===== src/hdl/cfg_regs_consts.svh =====
// offsets, field positions, reset values and timing counts of the config block
// assumes a 20 MHz core clock and a 16-bit lsb-first serial frame
`ifndef CFG_REGS_CONSTS_SVH
`define CFG_REGS_CONSTS_SVH

`define ADDR_LOCK0_REG 7'h0e
`define ADDR_PUMP_CTRL 7'h0f
`define ADDR_PUMP_EN 7'h15
`define ADDR_PIN_MODE 7'h17
`define ADDR_DUTY 7'h18
`define ADDR_PERIOD_FREQ_SETTING 7'h1c

`define LOCK0_BIT 3
`define PUMP_EN_BIT 0
`define LOCK1_BIT 0

`define PUMP_CTRL_POR 8'h40
`define PIN_MODE_POR 3'h0
`define DUTY_POR 8'h00
`define PERIOD_FREQ_SETTING_POR 2'h0

`define PIN_CYCLIC 3'h3
`define PIN_OFF 3'h4
`define PIN_WAKE 3'h5
`define PIN_PWM_LS 3'h6
`define PIN_PWM_HS 3'h7

`define FRAME_BITS 5'h10
`define FRAME_HALF 5'h07

`define CLK_HZ 20000000
`define CLK_PERIOD_NS 50
`define WAKE_FILTER_NS 16000
`define WAKE_FILTER_CYC ((`WAKE_FILTER_NS + `CLK_PERIOD_NS - 1) / `CLK_PERIOD_NS)

`define PWM_STEPS 255
`define PWM_F0_HZ 100
`define PWM_F1_HZ 200
`define PWM_F2_HZ 325
`define PWM_F3_HZ 400
`define PWM_STEP_CYC(f) (`CLK_HZ / ((f) * `PWM_STEPS))

`endif


===== src/hdl/cfg_regs_pkg.sv =====
// types shared by the config register block and its helpers
// no dependencies
package cfg_regs_pkg;

  typedef struct packed {
    logic [2:0] switch_freq;
    logic peak_sel;
    logic [1:0] spread_rate;
  } pump_cfg_t;

  typedef struct packed {
    logic [7:0] data;
    logic wr;
    logic [6:0] addr;
  } frame_t;

  typedef struct packed {
    logic fail_output;
    logic cyclic_sense;
    logic pin_off;
    logic wake_input;
    logic pwm_ls;
    logic pwm_hs;
  } pin_use_t;

  typedef enum logic {SER_IDLE, SER_FRAME} ser_state_t;

endpackage


===== src/hdl/config_lock_gpio_pwm_regs.sv =====
// config registers: two-level lock, pump oscillator settings, pin mode and pwm duty
// assumes serial port pins synchronous to clk; rst_n is the power-on reset
`timescale 1ns/10ps
`include "cfg_regs_consts.svh"

// Function
// - level-0 lock blocks pump enable, pin mode
// - locked bits survive soft reset
// - level-1 lock freezes other lockable bits
// - level-1 lock active after frame end, self-locking
// - level-1 lock bit kept through soft reset
// - bits 7:5 select pump oscillator frequency
// - bit 4 selects regulator peak threshold
// - bits 3:2 select spread-spectrum rate
// - reserved bits always read zero
// - pump register 0x40 at power-on, kept otherwise
// - pin mode field decodes pin function
// - wake input uses 16 us static filter
// - pin mode zero at power-on, mode-dependent otherwise
// - wake input enabled by default in fail-safe
// - duty 0 off, 255 on, else fraction
// - duty cleared by power-on, soft reset only
// - apply pump settings once long reset delay expires
// - new duty waits for period end
// - four pwm rates, change waits period end
module config_lock_gpio_pwm_regs
  import cfg_regs_pkg::*;
(
  // clock and reset
  input wire logic clk,
  input wire logic rst_n,
  // chip mode events
  input wire logic soft_reset,
  input wire logic restart_pulse,
  input wire logic reset_delay_done,
  input wire logic fail_safe_mode,
  input wire logic wake_src_enable,
  // serial register port
  input wire logic select_line_n,
  input wire logic spi_clk,
  input wire logic spi_di,
  output logic spi_do,
  // multi-purpose pin
  input wire logic pin_in,
  // settings to the analog side
  output logic pump_output_enable,
  output pump_cfg_t pump_cfg,
  output pin_use_t pin_use,
  output logic pwm_ls_drive,
  output logic pwm_hs_drive,
  output logic wake_hit
);

  // ---------------- serial port ----------------
  ser_state_t state_r, state_nxt;
  logic [4:0] bit_cnt_r, bit_cnt_nxt;
  logic [15:0] shift_r, shift_nxt;
  logic [7:0] rd_buf_r, rd_buf_nxt;
  logic [7:0] rd_mux;
  logic sclk_q_r, sdo_r, sdo_nxt;
  logic sclk_rise, sclk_fall, commit;
  frame_t frame_v, frame_nxt_v;

  // register state
  logic lock0_r, lock0_nxt;
  logic lock1_r, lock1_nxt;
  pump_cfg_t pump_cfg_r, pump_cfg_nxt;
  logic pump_en_r, pump_en_nxt;
  logic [2:0] pin_mode_r, pin_mode_nxt;
  logic [7:0] duty_r, duty_nxt;
  logic [1:0] period_freq_setting_r, period_freq_setting_nxt;

  // applied outputs
  pump_cfg_t pump_out_r, pump_out_nxt;
  pin_use_t pin_use_r, pin_use_nxt;
  logic pump_en_out_r, ls_r, hs_r, wake_hit_r;
  logic ls_nxt, hs_nxt, wake_hit_nxt;
  logic pwm_raw, wake_pulse;

  assign frame_v = frame_t'(shift_r);
  assign frame_nxt_v = frame_t'(shift_nxt);
  assign sclk_rise = spi_clk && !sclk_q_r;
  assign sclk_fall = !spi_clk && sclk_q_r;
  // only a frame of at least 16 bits is acted on; short frames are dropped, bits past 16 are ignored
  assign commit = state_r == SER_FRAME && select_line_n && bit_cnt_r == `FRAME_BITS;

  // switch modes fall back to off; fail output, off and wake survive
  function automatic logic [2:0] pin_mode_kept(input logic [2:0] m);
    if (m == `PIN_CYCLIC || m == `PIN_PWM_LS || m == `PIN_PWM_HS) begin
      pin_mode_kept = `PIN_OFF;
    end else begin
      pin_mode_kept = m;
    end
  endfunction

  function automatic pin_use_t pin_decode(input logic [2:0] m);
    pin_decode = '0;
    case (m)
      `PIN_CYCLIC: pin_decode.cyclic_sense = 1'b1;
      `PIN_OFF: pin_decode.pin_off = 1'b1;
      `PIN_WAKE: pin_decode.wake_input = 1'b1;
      `PIN_PWM_LS: pin_decode.pwm_ls = 1'b1;
      `PIN_PWM_HS: pin_decode.pwm_hs = 1'b1;
      default: pin_decode.fail_output = 1'b1;
    endcase
  endfunction

  // read view; reserved positions stay zero
  always_comb begin
    case (frame_nxt_v.data[6:0])
      `ADDR_LOCK0_REG: rd_mux = 8'(lock0_r) << `LOCK0_BIT;
      `ADDR_PUMP_CTRL: rd_mux = {pump_cfg_r, 1'b0, lock1_r};
      `ADDR_PUMP_EN: rd_mux = 8'(pump_en_r) << `PUMP_EN_BIT;
      `ADDR_PIN_MODE: rd_mux = {5'h00, pin_mode_r};
      `ADDR_DUTY: rd_mux = duty_r;
      `ADDR_PERIOD_FREQ_SETTING: rd_mux = {6'h00, period_freq_setting_r};
      default: rd_mux = 8'h00;
    endcase
  end

  always_comb begin
    state_nxt = state_r;
    bit_cnt_nxt = bit_cnt_r;
    shift_nxt = shift_r;
    rd_buf_nxt = rd_buf_r;
    sdo_nxt = sdo_r;
    case (state_r)
      SER_IDLE: begin
        if (!select_line_n) begin
          state_nxt = SER_FRAME;
          bit_cnt_nxt = 5'h00;
          sdo_nxt = 1'b0;
        end
      end
      SER_FRAME: begin
        if (select_line_n) begin
          state_nxt = SER_IDLE;
          sdo_nxt = 1'b0;
        end else if (sclk_rise && bit_cnt_r != `FRAME_BITS) begin
          // lsb first: after eight bits address and direction sit in the top byte
          shift_nxt = {spi_di, shift_r[15:1]};
          bit_cnt_nxt = bit_cnt_r + 5'h01;
          if (bit_cnt_r == `FRAME_HALF) begin
            rd_buf_nxt = rd_mux;
          end
        end else if (sclk_fall && bit_cnt_r > `FRAME_HALF && bit_cnt_r != `FRAME_BITS) begin
          sdo_nxt = rd_buf_r[0];
          rd_buf_nxt = {1'b0, rd_buf_r[7:1]};
        end
      end
      default: state_nxt = SER_IDLE;
    endcase
  end

  always_ff @(posedge clk) begin
    if (!rst_n) begin
      state_r <= SER_IDLE;
      bit_cnt_r <= 5'h00;
      shift_r <= 16'h0000;
      rd_buf_r <= 8'h00;
      sdo_r <= 1'b0;
      sclk_q_r <= 1'b0;
    end else begin
      state_r <= state_nxt;
      bit_cnt_r <= bit_cnt_nxt;
      shift_r <= shift_nxt;
      rd_buf_r <= rd_buf_nxt;
      sdo_r <= sdo_nxt;
      sclk_q_r <= spi_clk;
    end
  end

  // ---------------- register file ----------------
  always_comb begin
    lock0_nxt = lock0_r;
    lock1_nxt = lock1_r;
    pump_cfg_nxt = pump_cfg_r;
    pump_en_nxt = pump_en_r;
    pin_mode_nxt = pin_mode_r;
    duty_nxt = duty_r;
    period_freq_setting_nxt = period_freq_setting_r;
    if (soft_reset) begin
      // pump settings and level-1 lock hold: their soft reset value is the kept one
      if (!lock0_r) begin
        pin_mode_nxt = pin_mode_kept(pin_mode_r);
        pump_en_nxt = 1'b0;
      end
      duty_nxt = `DUTY_POR;
      period_freq_setting_nxt = `PERIOD_FREQ_SETTING_POR;
    end else if (restart_pulse) begin
      // duty and rate retained across restart
      pin_mode_nxt = pin_mode_kept(pin_mode_r);
    end else if (commit && frame_v.wr) begin
      case (frame_v.addr)
        `ADDR_LOCK0_REG: lock0_nxt = frame_v.data[`LOCK0_BIT];
        `ADDR_PUMP_CTRL: begin
          // once set, the lock covers itself until power-on
          if (!lock1_r) begin
            pump_cfg_nxt = pump_cfg_t'(frame_v.data[7:2]);
            lock1_nxt = frame_v.data[`LOCK1_BIT];
          end
        end
        `ADDR_PUMP_EN: begin
          if (!lock0_r) begin
            pump_en_nxt = frame_v.data[`PUMP_EN_BIT];
          end
        end
        `ADDR_PIN_MODE: begin
          if (!lock0_r) begin
            pin_mode_nxt = frame_v.data[2:0];
          end
        end
        `ADDR_DUTY: duty_nxt = frame_v.data;
        `ADDR_PERIOD_FREQ_SETTING: period_freq_setting_nxt = frame_v.data[1:0];
        default: duty_nxt = duty_r;
      endcase
    end
  end

  always_ff @(posedge clk) begin
    if (!rst_n) begin
      lock0_r <= 1'b0;
      lock1_r <= 1'(`PUMP_CTRL_POR & 8'h01);
      pump_cfg_r <= pump_cfg_t'(6'(`PUMP_CTRL_POR >> 2));
      pump_en_r <= 1'b0;
      pin_mode_r <= `PIN_MODE_POR;
      duty_r <= `DUTY_POR;
      period_freq_setting_r <= `PERIOD_FREQ_SETTING_POR;
    end else begin
      lock0_r <= lock0_nxt;
      lock1_r <= lock1_nxt;
      pump_cfg_r <= pump_cfg_nxt;
      pump_en_r <= pump_en_nxt;
      pin_mode_r <= pin_mode_nxt;
      duty_r <= duty_nxt;
      period_freq_setting_r <= period_freq_setting_nxt;
    end
  end

  // ---------------- pin function ----------------
  pwm_engine #(
    .STEP_CYC_0(`PWM_STEP_CYC(`PWM_F0_HZ)),
    .STEP_CYC_1(`PWM_STEP_CYC(`PWM_F1_HZ)),
    .STEP_CYC_2(`PWM_STEP_CYC(`PWM_F2_HZ)),
    .STEP_CYC_3(`PWM_STEP_CYC(`PWM_F3_HZ))
  ) u_pwm (
    .clk(clk),
    .rst_n(rst_n),
    .enable(pin_use_r.pwm_ls || pin_use_r.pwm_hs),
    .duty(duty_r),
    .freq_sel(period_freq_setting_r),
    .pwm_out_r(pwm_raw)
  );

  wake_filter #(
    .FILTER_CYC(`WAKE_FILTER_CYC)
  ) u_wake (
    .clk(clk),
    .rst_n(rst_n),
    .enable(pin_use_r.wake_input),
    .pin_in(pin_in),
    .level_r(),
    .wake_pulse_r(wake_pulse)
  );

  always_comb begin
    // pump settings follow the register only once the reset delay is over
    pump_out_nxt = reset_delay_done ? pump_cfg_r : pump_out_r;
    pin_use_nxt = pin_decode(pin_mode_r);
    ls_nxt = pin_use_r.pwm_ls && pwm_raw;
    hs_nxt = pin_use_r.pwm_hs && pwm_raw;
    // fail-safe opens the wake path regardless of the outside enable
    wake_hit_nxt = wake_pulse && pin_use_r.wake_input && (wake_src_enable || fail_safe_mode);
  end

  always_ff @(posedge clk) begin
    if (!rst_n) begin
      pump_out_r <= pump_cfg_t'(6'(`PUMP_CTRL_POR >> 2));
      pin_use_r <= pin_decode(`PIN_MODE_POR);
      pump_en_out_r <= 1'b0;
      ls_r <= 1'b0;
      hs_r <= 1'b0;
      wake_hit_r <= 1'b0;
    end else begin
      pump_out_r <= pump_out_nxt;
      pin_use_r <= pin_use_nxt;
      pump_en_out_r <= pump_en_r;
      ls_r <= ls_nxt;
      hs_r <= hs_nxt;
      wake_hit_r <= wake_hit_nxt;
    end
  end

  assign spi_do = sdo_r;
  assign pump_output_enable = pump_en_out_r;
  assign pump_cfg = pump_out_r;
  assign pin_use = pin_use_r;
  assign pwm_ls_drive = ls_r;
  assign pwm_hs_drive = hs_r;
  assign wake_hit = wake_hit_r;
endmodule


===== src/hdl/pwm_engine.sv =====
// 255-step pwm generator with period-aligned reload of duty and rate
// assumes duty and rate inputs are stable register outputs
`timescale 1ns/10ps
module pwm_engine #(
  parameter int STEP_CYC_0 = 784,
  parameter int STEP_CYC_1 = 392,
  parameter int STEP_CYC_2 = 241,
  parameter int STEP_CYC_3 = 196
) (
  // clock and reset
  input wire logic clk,
  input wire logic rst_n,
  // settings
  input wire logic enable,
  input wire logic [7:0] duty,
  input wire logic [1:0] freq_sel,
  // output
  output logic pwm_out_r
);

  logic [7:0] duty_act_r, duty_act_nxt;
  logic [1:0] freq_act_r, freq_act_nxt;
  logic [15:0] pre_r, pre_nxt;
  logic [7:0] step_r, step_nxt;
  logic out_nxt, step_end, period_end;

  function automatic logic [15:0] step_last(input logic [1:0] sel);
    case (sel)
      2'h0: step_last = 16'(STEP_CYC_0 - 1);
      2'h1: step_last = 16'(STEP_CYC_1 - 1);
      2'h2: step_last = 16'(STEP_CYC_2 - 1);
      default: step_last = 16'(STEP_CYC_3 - 1);
    endcase
  endfunction

  assign step_end = pre_r == step_last(freq_act_r);
  assign period_end = step_end && step_r == 8'hfe;

  always_comb begin
    pre_nxt = pre_r;
    step_nxt = step_r;
    duty_act_nxt = duty_act_r;
    freq_act_nxt = freq_act_r;
    if (!enable) begin
      // idle: restart cleanly so the first period uses fresh settings
      pre_nxt = 16'h0000;
      step_nxt = 8'h00;
      duty_act_nxt = duty;
      freq_act_nxt = freq_sel;
    end else if (period_end) begin
      pre_nxt = 16'h0000;
      step_nxt = 8'h00;
      duty_act_nxt = duty;
      freq_act_nxt = freq_sel;
    end else if (step_end) begin
      pre_nxt = 16'h0000;
      step_nxt = step_r + 8'h01;
    end else begin
      pre_nxt = pre_r + 16'h0001;
    end
    // 0 never on, 255 beats every step index 0..254
    out_nxt = enable && (step_r < duty_act_r);
  end

  always_ff @(posedge clk) begin
    if (!rst_n) begin
      pre_r <= 16'h0000;
      step_r <= 8'h00;
      duty_act_r <= 8'h00;
      freq_act_r <= 2'h0;
      pwm_out_r <= 1'b0;
    end else begin
      pre_r <= pre_nxt;
      step_r <= step_nxt;
      duty_act_r <= duty_act_nxt;
      freq_act_r <= freq_act_nxt;
      pwm_out_r <= out_nxt;
    end
  end
endmodule


===== src/hdl/wake_filter.sv =====
// static glitch filter for the multi-purpose pin used as wake input
// assumes pin_in is already synchronous to clk
`timescale 1ns/10ps
module wake_filter #(
  parameter int FILTER_CYC = 320
) (
  // clock and reset
  input wire logic clk,
  input wire logic rst_n,
  // pin
  input wire logic enable,
  input wire logic pin_in,
  // result
  output logic level_r,
  output logic wake_pulse_r
);

  logic [15:0] cnt_r, cnt_nxt;
  logic level_nxt, pulse_nxt;

  // level only moves after the input has held its new value the whole window
  always_comb begin
    cnt_nxt = 16'h0000;
    level_nxt = level_r;
    pulse_nxt = 1'b0;
    if (enable && pin_in != level_r) begin
      if (cnt_r == 16'(FILTER_CYC - 1)) begin
        level_nxt = pin_in;
        pulse_nxt = pin_in;
      end else begin
        cnt_nxt = cnt_r + 16'h0001;
      end
    end
  end

  always_ff @(posedge clk) begin
    if (!rst_n) begin
      cnt_r <= 16'h0000;
      level_r <= 1'b0;
      wake_pulse_r <= 1'b0;
    end else begin
      cnt_r <= cnt_nxt;
      level_r <= level_nxt;
      wake_pulse_r <= pulse_nxt;
    end
  end
endmodule


===== config.mk =====
export PLATFORM = sky130hd
export DESIGN_NAME = config_lock_gpio_pwm_regs
export DESIGN_NICKNAME = d
export VERILOG_FILES = /design/src/hdl/cfg_regs_pkg.sv /design/src/hdl/config_lock_gpio_pwm_regs.sv /design/src/hdl/pwm_engine.sv /design/src/hdl/wake_filter.sv
export VERILOG_INCLUDE_DIRS = /design/src /design/src/hdl
export SDC_FILE = /design/constraint.sdc
export NUM_CORES = 1
export LEC_CHECK = 0
export ABC_AREA = 1
export ABC_CLOCK_PERIOD_IN_PS = 4500
export BUFFER_PORTS_ARGS = -buffer_cell sky130_fd_sc_hd__buf_2
export CORE_MARGIN = 5
export CORE_UTILIZATION = 30
export CTS_CLUSTER_SIZE = 28
export DETAILED_ROUTE_END_ITERATION = 12
export PLACE_DENSITY = 0.55
export SYNTH_ARGS = -nofsm -noshare
export SYNTH_HDL_FRONTEND = slang
export SYNTH_SLANG_ARGS = --single-unit

===== constraint.sdc =====
create_clock -name clk -period 4.5 [get_ports clk]
set_input_delay 0.675 -clock clk [delete_from_list [all_inputs] [get_ports clk]]
set_output_delay 0.675 -clock clk [all_outputs]
set_load 0.02 [all_outputs]

==> impl_metrics.toml, run 1 <==
[outcome]
status = "finished, final reports clean"

[setup_path]
cp.arrival_ns = 2.61
cp_max_fo = 28
critical_path_class = "reg2reg"
cp.required_ns = 4.84
cp-start-kind = "flop"
worstSetupStartpoint = "bit_cnt_r[0]"
critPathSlowestCell = "dfxtp_1"
critPathMaxStageDelay_ns = 0.40
crit_path_cell_trace = "inv_1 -> ha_1 -> nand2_1 -> inv_2 -> nand2_4 -> nand3_4 -> nand2_1 -> o21ai_4 -> nor2_8 -> nand2_2 -> clkinv_2 -> nand2_2 -> o21ai_2 -> nand3_1 -> a21oi_1"
r2r_start = "bit_cnt_r[0]"
endpoint_kind = "flop"

[global_routing]
grt_pass1_wl_mm = 23.32
grt_max_degree = 29
first_global_vias = 4720
antenna_found_initial = 0
grt_usage = 0.1297
overflow = 0

[synth]
netlist_instances = 781
synth_flop_cell = "dfxtp_1"
async_flop_share = 0
synthDistinctLibCells = 54
seq_area_frac_synth = 0.4206
synthTopCellsByArea = "dfxtp_1, nand2_1, a21oi_1"
synth.top_cell.area_share = 0.4206
synth_top_cell_by_area = "dfxtp_1"
synth-seq-cells = 123
syn_area_sq_um = 5854
syn_nets = 805
yosysWarnings = 0
postSynthAreaPerCell_sq_um = 7.496
synth-edff-count = 0

[cells_and_area]
area_delta_synth_final_pct = 17.67
multiInputGateArea_sq_um = 2888
regArea_sq_um = 2462
fill_cells = 2057
final_nets = 835
antenna_cells = 0
drive_gt1_frac = 0.1371

[detailed_routing]
drt_iter0_drc = 222
viasPerCell = 4.601
drt-total-wl_mm = 13.68
firstDrtPassIters = 5
ant_nets = 0
drc = 0
vias = 5010
drt-wirelength-per-cell_um = 12.56

[clocking]
clk_pin_slew_ns = 0.06
cts_root_buffer = "clkbuf_16"
cts-resized-gates = 0
tritoncts = "yes"
ctsHoldBuffers = 0
numCtsBuffers = 17
clk_latency_ns = 0.41
cts_buffer_depth = 2
post_cts_buffers = 0
cts.htree.levels = 4
clock_sinks = 123

[timing]
setup_viol_count_final = 0
clock.fmax_mhz = 440.6
fin_skew_ns = 0.008491
finalSetupTns_ns = 0
rsz0062_at_grt = "false"
post-route-min-period_ns = 2.270
max_slew.worst_pin.slew_ns = 0.6101
fin_crit_sh = 0.5044
max_slew_margin = 0.5896
report.final.slew_viol_count = 0
finalHoldViolations = 0

[min_path]
hp-start = "u_pwm.pwm_out_r"
hold_class = "reg2reg"

[floorplan]
io_pins = 28
die_area_sq_um = 22410
die_w_um = 149.7
floorplan.initialDensity = 0.3028
chipHeight_um = 149.7
core_sq_um = 19330
rows = 51

[place]
port_buffers = 27
hpwlAfterDp_mm = 10.15
gp_congestion = 0.8377

[power_and_ir_drop]
vdd_drop_max_uv = 298.3
powerDensity_nw_per_um2 = 397.2
p_total_mw = 2.737
p_leak_nw = 2.583

[job]
cap_violations = 0
-- cells in the final DEF, fill, tap and decap left out, types with 3 or more instances in the layout --
cell type and count:
nor3_1 20, xnor2_1 5, nor3_2 5, nand2_1 135, nor3b_1 3, nor2_4 6
o21ai_0 56, clkbuf_16 17, a21oi_1 90, inv_2 9, nor2_2 3, dfxtp_1 123
o21a_1 4, clkinvlp_4 3, xor2_1 12, ha_1 13, nor4_1 9, nand2_2 11
nand3_1 37, buf_2 27, nand4_1 22, nor2_1 71, bufinv_16 5, inv_1 92
-- stage by stage --
step | cells | hold slack, ns | utilization | worst slack (ns) | instance area (sq um)
6_report | 1089 | 0.4450 | 0.3563 | 2.230 | 6889
5_1_grt | 1089 | 0.4689 | 0.3563 | 1.950 | 6889
4_1_cts | 1089 | 0.4518 | 0.3563 | 2.213 | 6889
3_5_place_dp | 1057 | 0.4398 | 0.3219 | 2.018 | 6223
3_3_place_gp | 1057 | 0.4378 | 0.3219 | 2.067 | 6223
2_1_floorplan | 781 | 0.4151 | - | 2.610 | 5854
-- synth_stat cells, types with 2 or more instances --
master    instances
xnor2_1           5
a31oi_1           2
o21a_1            4
xor2_1           12
nor3_2            5
nor4_2            2
nor2_1           71
dfxtp_1         123
clkinv_1          2
nand3_1          37
nand2_1         135
nand2_4           2
inv_2             9
o211ai_1          2
nor3_1           20
buf_6             4
buf_2             3
nor3b_1           3
a211oi_1          2
buf_4             3
nor2_2            3
nor4_1            9
ha_1             13
nand4_1          22
o21ai_0          56
a21oi_1          90
a21boi_0          2
inv_1            92
clkbuf_1          8
nor2_4            6
nand2_2          11
-- cell families (layout without fill, tap and decap cells) --
group / Yosys count / count (layout) / share of synthesized area
and+or+nand+nor: 339 / 339 / 0.2834
AOI/OAI and AO/OA: 167 / 167 / 0.1567
DFF: 123 / 123 / 0.4206
buffers and inverters: 122 / 165 / 0.08613
xor gates and xnor gates: 17 / 17 / 0.02543
adders and majority gates: 13 / 13 / 0.02778
-- final cells by class --
cell class | instances | area share
Multi-Input combinational cell | 536 | 0.4192
Clock buffer | 19 | 0.06575
Inverter | 104 | 0.05685
Sequential cell | 123 | 0.3574
Timing Repair Buffer | 29 | 0.02179
Tap cell | 265 | 0.04813
Clock inverter | 13 | 0.03088
-- layer usage --
layer / wire, um / share of wire / vias up / global-route usage
met5: 0 / 0 / - / 0
met4: 195 / 0.014 / 0 / 0.04254
met3: 519 / 0.038 / 16 / 0.03180
met2: 6181 / 0.45 / 80 / 0.2054
met1: 6782 / 0.50 / 2253 / 0.1740
li1: - / - / 2661 / -
-- worst paths after layout --
check	to	slack, ns	cells after the start
setup / recovery	rd_buf_r[7]	2.23	15
hold / removal	pwm_hs_drive	0.45	2
setup reg to reg	rd_buf_r[7]	2.23	15
hold reg to reg	pwm_hs_drive	0.45	2
-- flip-flops by register name, summed over array words and instances (netlist names), 8 cells and up --
name	count
u_pwm.duty_act_r	8
u_wake.cnt_r	16
rd_buf_r	8
u_pwm.step_r	8
duty_r	8
frame_v	16
u_pwm.pre_r	16
-- where the power goes --
group          leakage [nW]  switching, mW  internal [mW]
combinational          1.27         0.0691         0.0279
sequential            0.994         0.0124           1.10
clock                 0.316          0.510           1.02
-- critical path: cells and delay by family, from the launching register on --
family                   cells  cell delay [ns]
AND/OR/NAND/NOR              8             1.12
flip-flops                   1             0.40
AO/OA/AOI/OAI                3             0.30
buffers and inverters        3             0.18
adder cells (fa/ha/maj)      1             0.20
Power figures use the tool's default switching activity.
==> run 2: changes to the inputs <==
Settings changed: ABC_CLOCK_PERIOD_IN_PS 4500 to 2150.
Clock period 4.5 ns to 2.15 ns, I/O delays scaled along.
==> run 2 against run 1 <==
Compared with the run above: sequential share of layout area shrank 0.88 points; flip-flop and latch count is the same; routed wire length grew 2.2%; utilization grew 0.92 points; largest cell class unchanged.
==> impl_metrics.toml, run 2 (synthesis results as in run 1) <==
[setup_path]
cp-start-kind = "flop"
cp.arrival_ns = 2.29
endpoint_kind = "flop"
critical_path_class = "reg2reg"
cp.required_ns = 2.49
cp_max_fo = 11
r2r_slack_ns = 0.21
r2r_cells = 15
r2r_end = "rd_buf_r[1]"
r2r_start = "bit_cnt_r[0]"

[timing]
finalSetupTns_ns = 0
max_slew_margin = 0.6602
setup_slack_ns = 0.2063
max_slew.worst_pin.slew_ns = 0.5050
clock.fmax_mhz = 514.5
finalHoldViolations = 0
rsz0062_at_grt = "false"
setup_viol_count_final = 0
fin_crit_sh = 0.9041
report.final.slew_viol_count = 0
fin_skew_ns = 0.01059
post-route-min-period_ns = 1.944

[clocking]
ctsHoldBuffers = 0
numCtsBuffers = 17
clock_sinks = 123
cts_root_buffer = "clkbuf_16"
clk_pin_slew_ns = 0.06
cts_buffer_depth = 2
tritoncts = "yes"
cts.htree.levels = 4
clk_latency_ns = 0.41

[global_routing]
grt_usage = 0.1303
grt_max_degree = 26
first_global_vias = 4736
antenna_found_initial = 0
grt_pass1_wl_mm = 23.54
overflow = 0

[place]
port_buffers = 27
placed_area_sq_um = 6394
dpl_worst_slack_ns = 0.1544
gp_congestion = 0.8228
hpwlAfterDp_mm = 10.23

[detailed_routing]
vias = 5085
ant_nets = 0
firstDrtPassIters = 5
drt-wirelength-per-cell_um = 12.55
drt-total-wl_mm = 13.98
drc = 0
drt_iter0_drc = 302
viasPerCell = 4.565

[power_and_ir_drop]
p_total_mw = 5.577
p_leak_nw = 2.710
powerDensity_nw_per_um2 = 789.2
vdd_drop_max_uv = 470.0

[cells_and_area]
final_cell_area_sq_um = 7067
antenna_cells = 0
final_nets = 860
final_cell_mix = "nand2_1, dfxtp_1, inv_1"
final_common_cell = "nand2_1"
area_delta_synth_final_pct = 20.71
drive_gt1_frac = 0.1637

[floorplan]
rows = 51
die_area_sq_um = 22410
io_pins = 28
core_sq_um = 19330
chipHeight_um = 149.7
die_w_um = 149.7
floorplan.initialDensity = 0.3028

[min_path]
hold_end = "sclk_q_r"
hp-start = "spi_clk"
holdPathStages = 3
hold_class = "in2reg"

[job]
cap_violations = 0

[outcome]
status = "finished, final reports clean"
==> run 2: cell types whose count changed in the layout (fill, tap and decap cells not counted), sizes merged <==
cell / previous run / this run
buf: 29 / 53
bufinv: 5 / 4
clkbuf: 19 / 18
clkinv: 6 / 9
clkinvlp: 3 / 2
nand3: 39 / 40
==> run 2: worst max path at each step <==
stage	depth (start not counted)	start	to
2_1_floorplan	17	bit_cnt_r[0]	rd_buf_r[3]
3_3_place_gp	11	bit_cnt_r[1]	pump_cfg_r[2]
3_5_place_dp	15	bit_cnt_r[1]	rd_buf_r[1]
4_1_cts	15	bit_cnt_r[1]	rd_buf_r[1]
5_1_grt	16	bit_cnt_r[0]	rd_buf_r[2]
6_report	15	bit_cnt_r[0]	rd_buf_r[1]
==> run 2: critical path, cell delays in order, from the launching register on <==
cell	delay (ns)
dfxtp_1	0.33
inv_1	0.05
ha_1	0.18
nand2_1	0.07
inv_2	0.04
nand2_4	0.09
buf_6	0.15
nand4_1	0.08
nand2_1	0.13
nand2_4	0.10
nor2_8	0.15
and2_1	0.17
nand2_1	0.07
o211ai_2	0.06
nand2_1	0.06
a21oi_1	0.14
==> run 2: metrics by stage <==
stage / hold slack [ns] / utilization / cells
2_1_floorplan: 0.3949 / - / 781
3_3_place_gp: 0.4206 / 0.3307 / 1078
3_5_place_dp: 0.4226 / 0.3307 / 1078
4_1_cts: 0.09712 / 0.3629 / 1110
5_1_grt: 0.1063 / 0.3655 / 1114
6_report: 0.1139 / 0.3655 / 1114
==> run 2: power by group <==
group / switching [mW] / internal, mW
Clock: 1.08 / 1.94
Sequential: 0.0231 / 2.31
Combinational: 0.153 / 0.0698
Total: 1.26 / 4.32
==> run 2: final cells by class <==
cell class | instances | area [sq um]
clock buffer | 18 | 429.2
inverter | 104 | 391.6
timing repair buffer | 53 | 346.6
sequential | 123 | 2464
multi-input combinational | 537 | 2910
clock inverter | 14 | 193.9
fill | 2013 | 12270
tap | 265 | 331.6
==> run 2: timing repair <==
| action | 4_1_cts | 5_1_grt |
|---|---|---|
| endpoints found under the setup margin | 0 | 11 |
| resized for setup | 0 | 6 |
| buffers inserted | 0 | 3 |
==> run 2: routing by layer <==
layer	vias to the layer above	share of wire	wire (um)	GRT usage
met5	-	0	0	0
met4	0	0.014	199	0.04300
met3	21	0.042	585	0.03846
met2	87	0.44	6141	0.1964
met1	2277	0.50	7054	0.1788
li1	2700	-	-	-
==> run 3: changes to the inputs <==
--- a/config.mk
+++ b/config.mk
@@ -17,3 +17,4 @@
 export SYNTH_ARGS = -nofsm -noshare
 export SYNTH_HDL_FRONTEND = slang
+export SYNTH_HIERARCHICAL = 1
 export SYNTH_SLANG_ARGS = --single-unit
==> constraint.sdc (replaced) <==
create_clock -name clk -period 2.15 [get_ports clk]
set_input_delay 0.645 -clock clk [delete_from_list [all_inputs] [get_ports clk]]
set_output_delay 0.645 -clock clk [all_outputs]
set_load 0.02 [all_outputs]
==> run 3 against run 2 <==
Compared with the run above: combinational power is 5% higher; critical path depth is 1 lower; sequential power hardly changed.
==> impl_metrics.toml, run 3 <==
[outcome]
status = "finished, final reports clean"

[synth]
post-synth-top-count-cell = "nand2_1"
yosysWarnings = 6
synth_adder_area_share = 0.02620
synth.top_cell.area_share = 0.3966
synthTopCellsByArea = "dfxtp_1, nand2_1, nor2_1"
yosys-top-cells-count = "nand2_1, dfxtp_1, nor2_1, inv_1, a21oi_1"
postSynthAreaPerCell_sq_um = 7.015
netlist_instances = 885
synth_compound_area_frac = 0.1181
syn_nets = 909
synthXorXnorAreaFrac = 0.03104
synth_top_family_by_area = "simple AND/OR/NAND/NOR gates"
synth.area.mux_share = 0
synth-seq-cells = 123
syn_area_sq_um = 6208
synthDistinctLibCells = 43
synth_top_cell_by_area = "dfxtp_1"
synth_simple_gate_area_share = 0.3392
synth-edff-count = 0
async_flop_share = 0
synth_flop_cell = "dfxtp_1"
seq_area_frac_synth = 0.3966

[clocking]
numCtsBuffers = 17
cts_buffer_depth = 2
clk_latency_ns = 0.41
clock_sinks = 123
ctsHoldBuffers = 0
cts_root_buffer = "clkbuf_16"
tritoncts = "yes"
clk_pin_slew_ns = 0.06
cts.htree.levels = 4

[detailed_routing]
vias = 5638
drc = 0
drt-total-wl_mm = 14.96
drt_iter0_drc = 254
firstDrtPassIters = 5
ant_nets = 0
drt-wirelength-per-cell_um = 12.14
viasPerCell = 4.576

[timing]
finalSetupTns_ns = 0
fin_skew_ns = 0.007465
setup_viol_count_final = 0
clock.fmax_mhz = 507.5
finalHoldViolations = 0
report.final.slew_viol_count = 0
fin_crit_sh = 0.9164
post-route-min-period_ns = 1.970
max_slew.worst_pin.slew_ns = 0.5153
max_slew_margin = 0.6552

[place]
gp_congestion = 0.8753
hpwlAfterDp_mm = 10.85
placed_area_sq_um = 6769
port_buffers = 27

[cells_and_area]
final_cell_area_sq_um = 7552
drive_gt1_frac = 0.1632
final_cell_mix = "nand2_1, dfxtp_1, nor2_1"
final_nets = 973
antenna_cells = 0
fill_cells = 2142
area_delta_synth_final_pct = 21.64
final_common_cell = "nand2_1"

[min_path]
hold_class = "reg2reg"

[power_and_ir_drop]
powerDensity_nw_per_um2 = 762.8
p_sw_mw = 1.289
vdd_drop_max_uv = 516.5
comb_power_share = 0.041
intPower_mw = 4.472
clockPowerShare = 0.555
p_sw_frac = 0.2238
p_leak_nw = 3.061
pwr-share-seq = 0.404

[global_routing]
grt_usage = 0.1289
grt_max_degree = 24
first_global_vias = 5110
grt_pass1_wl_mm = 25.10
antenna_found_initial = 0
overflow = 0

[floorplan]
die_w_um = 153.9
floorplan.initialDensity = 0.3058
rows = 52
die_area_sq_um = 23670
core_sq_um = 20300
chipHeight_um = 153.9
io_pins = 28

[setup_path]
endpoint_kind = "flop"
cp.arrival_ns = 2.31
cp.required_ns = 2.49
critical_path_class = "reg2reg"
cp-start-kind = "flop"
cp_max_fo = 15

[job]
cap_violations = 0
-- run 3: cell types whose count changed after synthesis, moves of 4 or more --
cell and delta:
a21oi_1 -13, nor4_1 -9, nand2_2 -5, inv_1 +5
o21ai_0 -11, nand3_1 +27, o21a_1 -4, nor2_2 +8
nand2_1 +60, clkbuf_1 +4, nor2_1 +47
-- run 3: worst paths after layout --
| check | start | to | slack (ns) | depth (start not counted) |
|---|---|---|---|---|
| min reg2reg | u_pwm/pwm_out_r | pwm_ls_drive | 0.43 | 2 |
| max | bit_cnt_r[0] | duty_r[1] | 0.18 | 14 |
| max reg2reg | bit_cnt_r[0] | duty_r[1] | 0.18 | 14 |
| min | u_pwm/pwm_out_r | pwm_ls_drive | 0.43 | 2 |
-- run 3: cells by family after synthesis --
logic type | after synthesis
buffers and inverters | 129
AND/OR/NAND/NOR | 460
AO/OA/AOI/OAI | 138
adder cells (fa/ha/maj) | 13
XOR/XNOR | 22
flip-flops | 123
-- run 3: power groups by stage --
stage               Clock, mW  Sequential (mW)  Combinational [mW]
floorplan                   0             2.38               0.133
global placement            0             2.38               0.227
detailed placement          0             2.38               0.227
CTS                      3.29             2.33               0.229
global route             3.40             2.33               0.265
finish                   3.20             2.33               0.235
-- run 3: cell type report --
type	instances	area, sq um	share of cell area
multi-input cells	635	3258	0.4314
flip-flops and latches	123	2462	0.3260
repair buffers	66	431.7	0.05716
clock buffers	17	425.4	0.05633
inverters	106	401.6	0.05318
well taps	270	337.8	0.04473
clock inverters	15	235.2	0.03115
-- run 3: repair_timing --
item                                    in CTS  in global routing
endpoints found under the setup margin       0                 15
buffers inserted                             0                  7
resized for setup                            0                 19
-- run 3: critical path, cell delays in order, from the launching register on --
cell and delay, ns:
dfxtp_1 0.31, inv_1 0.05, ha_1 0.14, nand2_1 0.06, inv_2 0.11, nand2_4 0.08
buf_6 0.15, inv_1 0.05, nand4_1 0.07, buf_4 0.17, nor2_2 0.12, nand3_1 0.18
inv_4 0.18, o21ai_0 0.09, a21oi_1 0.14
-- run 3: layer usage --
layer | GRT usage | routed length [um] | vias to the layer above
li1 | - | - | 3005
met1 | 0.1712 | 7370 | 2536
met2 | 0.2045 | 6748 | 77
met3 | 0.03092 | 562 | 20
met4 | 0.04626 | 279 | 0
met5 | 0 | 0 | -
-- run 3: metrics by stage --
| step | hold slack (ns) | worst slack [ns] | utilization | std cells | total power [mW] |
|---|---|---|---|---|---|
| after floorplan | 0.4156 | 0.1850 | - | 885 | 2.516 |
| after global placement | 0.4238 | -0.03760 | 0.3335 | 1191 | 2.605 |
| after detailed placement | 0.4266 | -0.06999 | 0.3335 | 1191 | 2.605 |
| after CTS | 0.4172 | 0.04048 | 0.3660 | 1223 | 5.847 |
| after global routing | 0.4238 | -0.02857 | 0.3720 | 1232 | 5.994 |
| final | 0.4321 | 0.1796 | 0.3720 | 1232 | 5.761 |
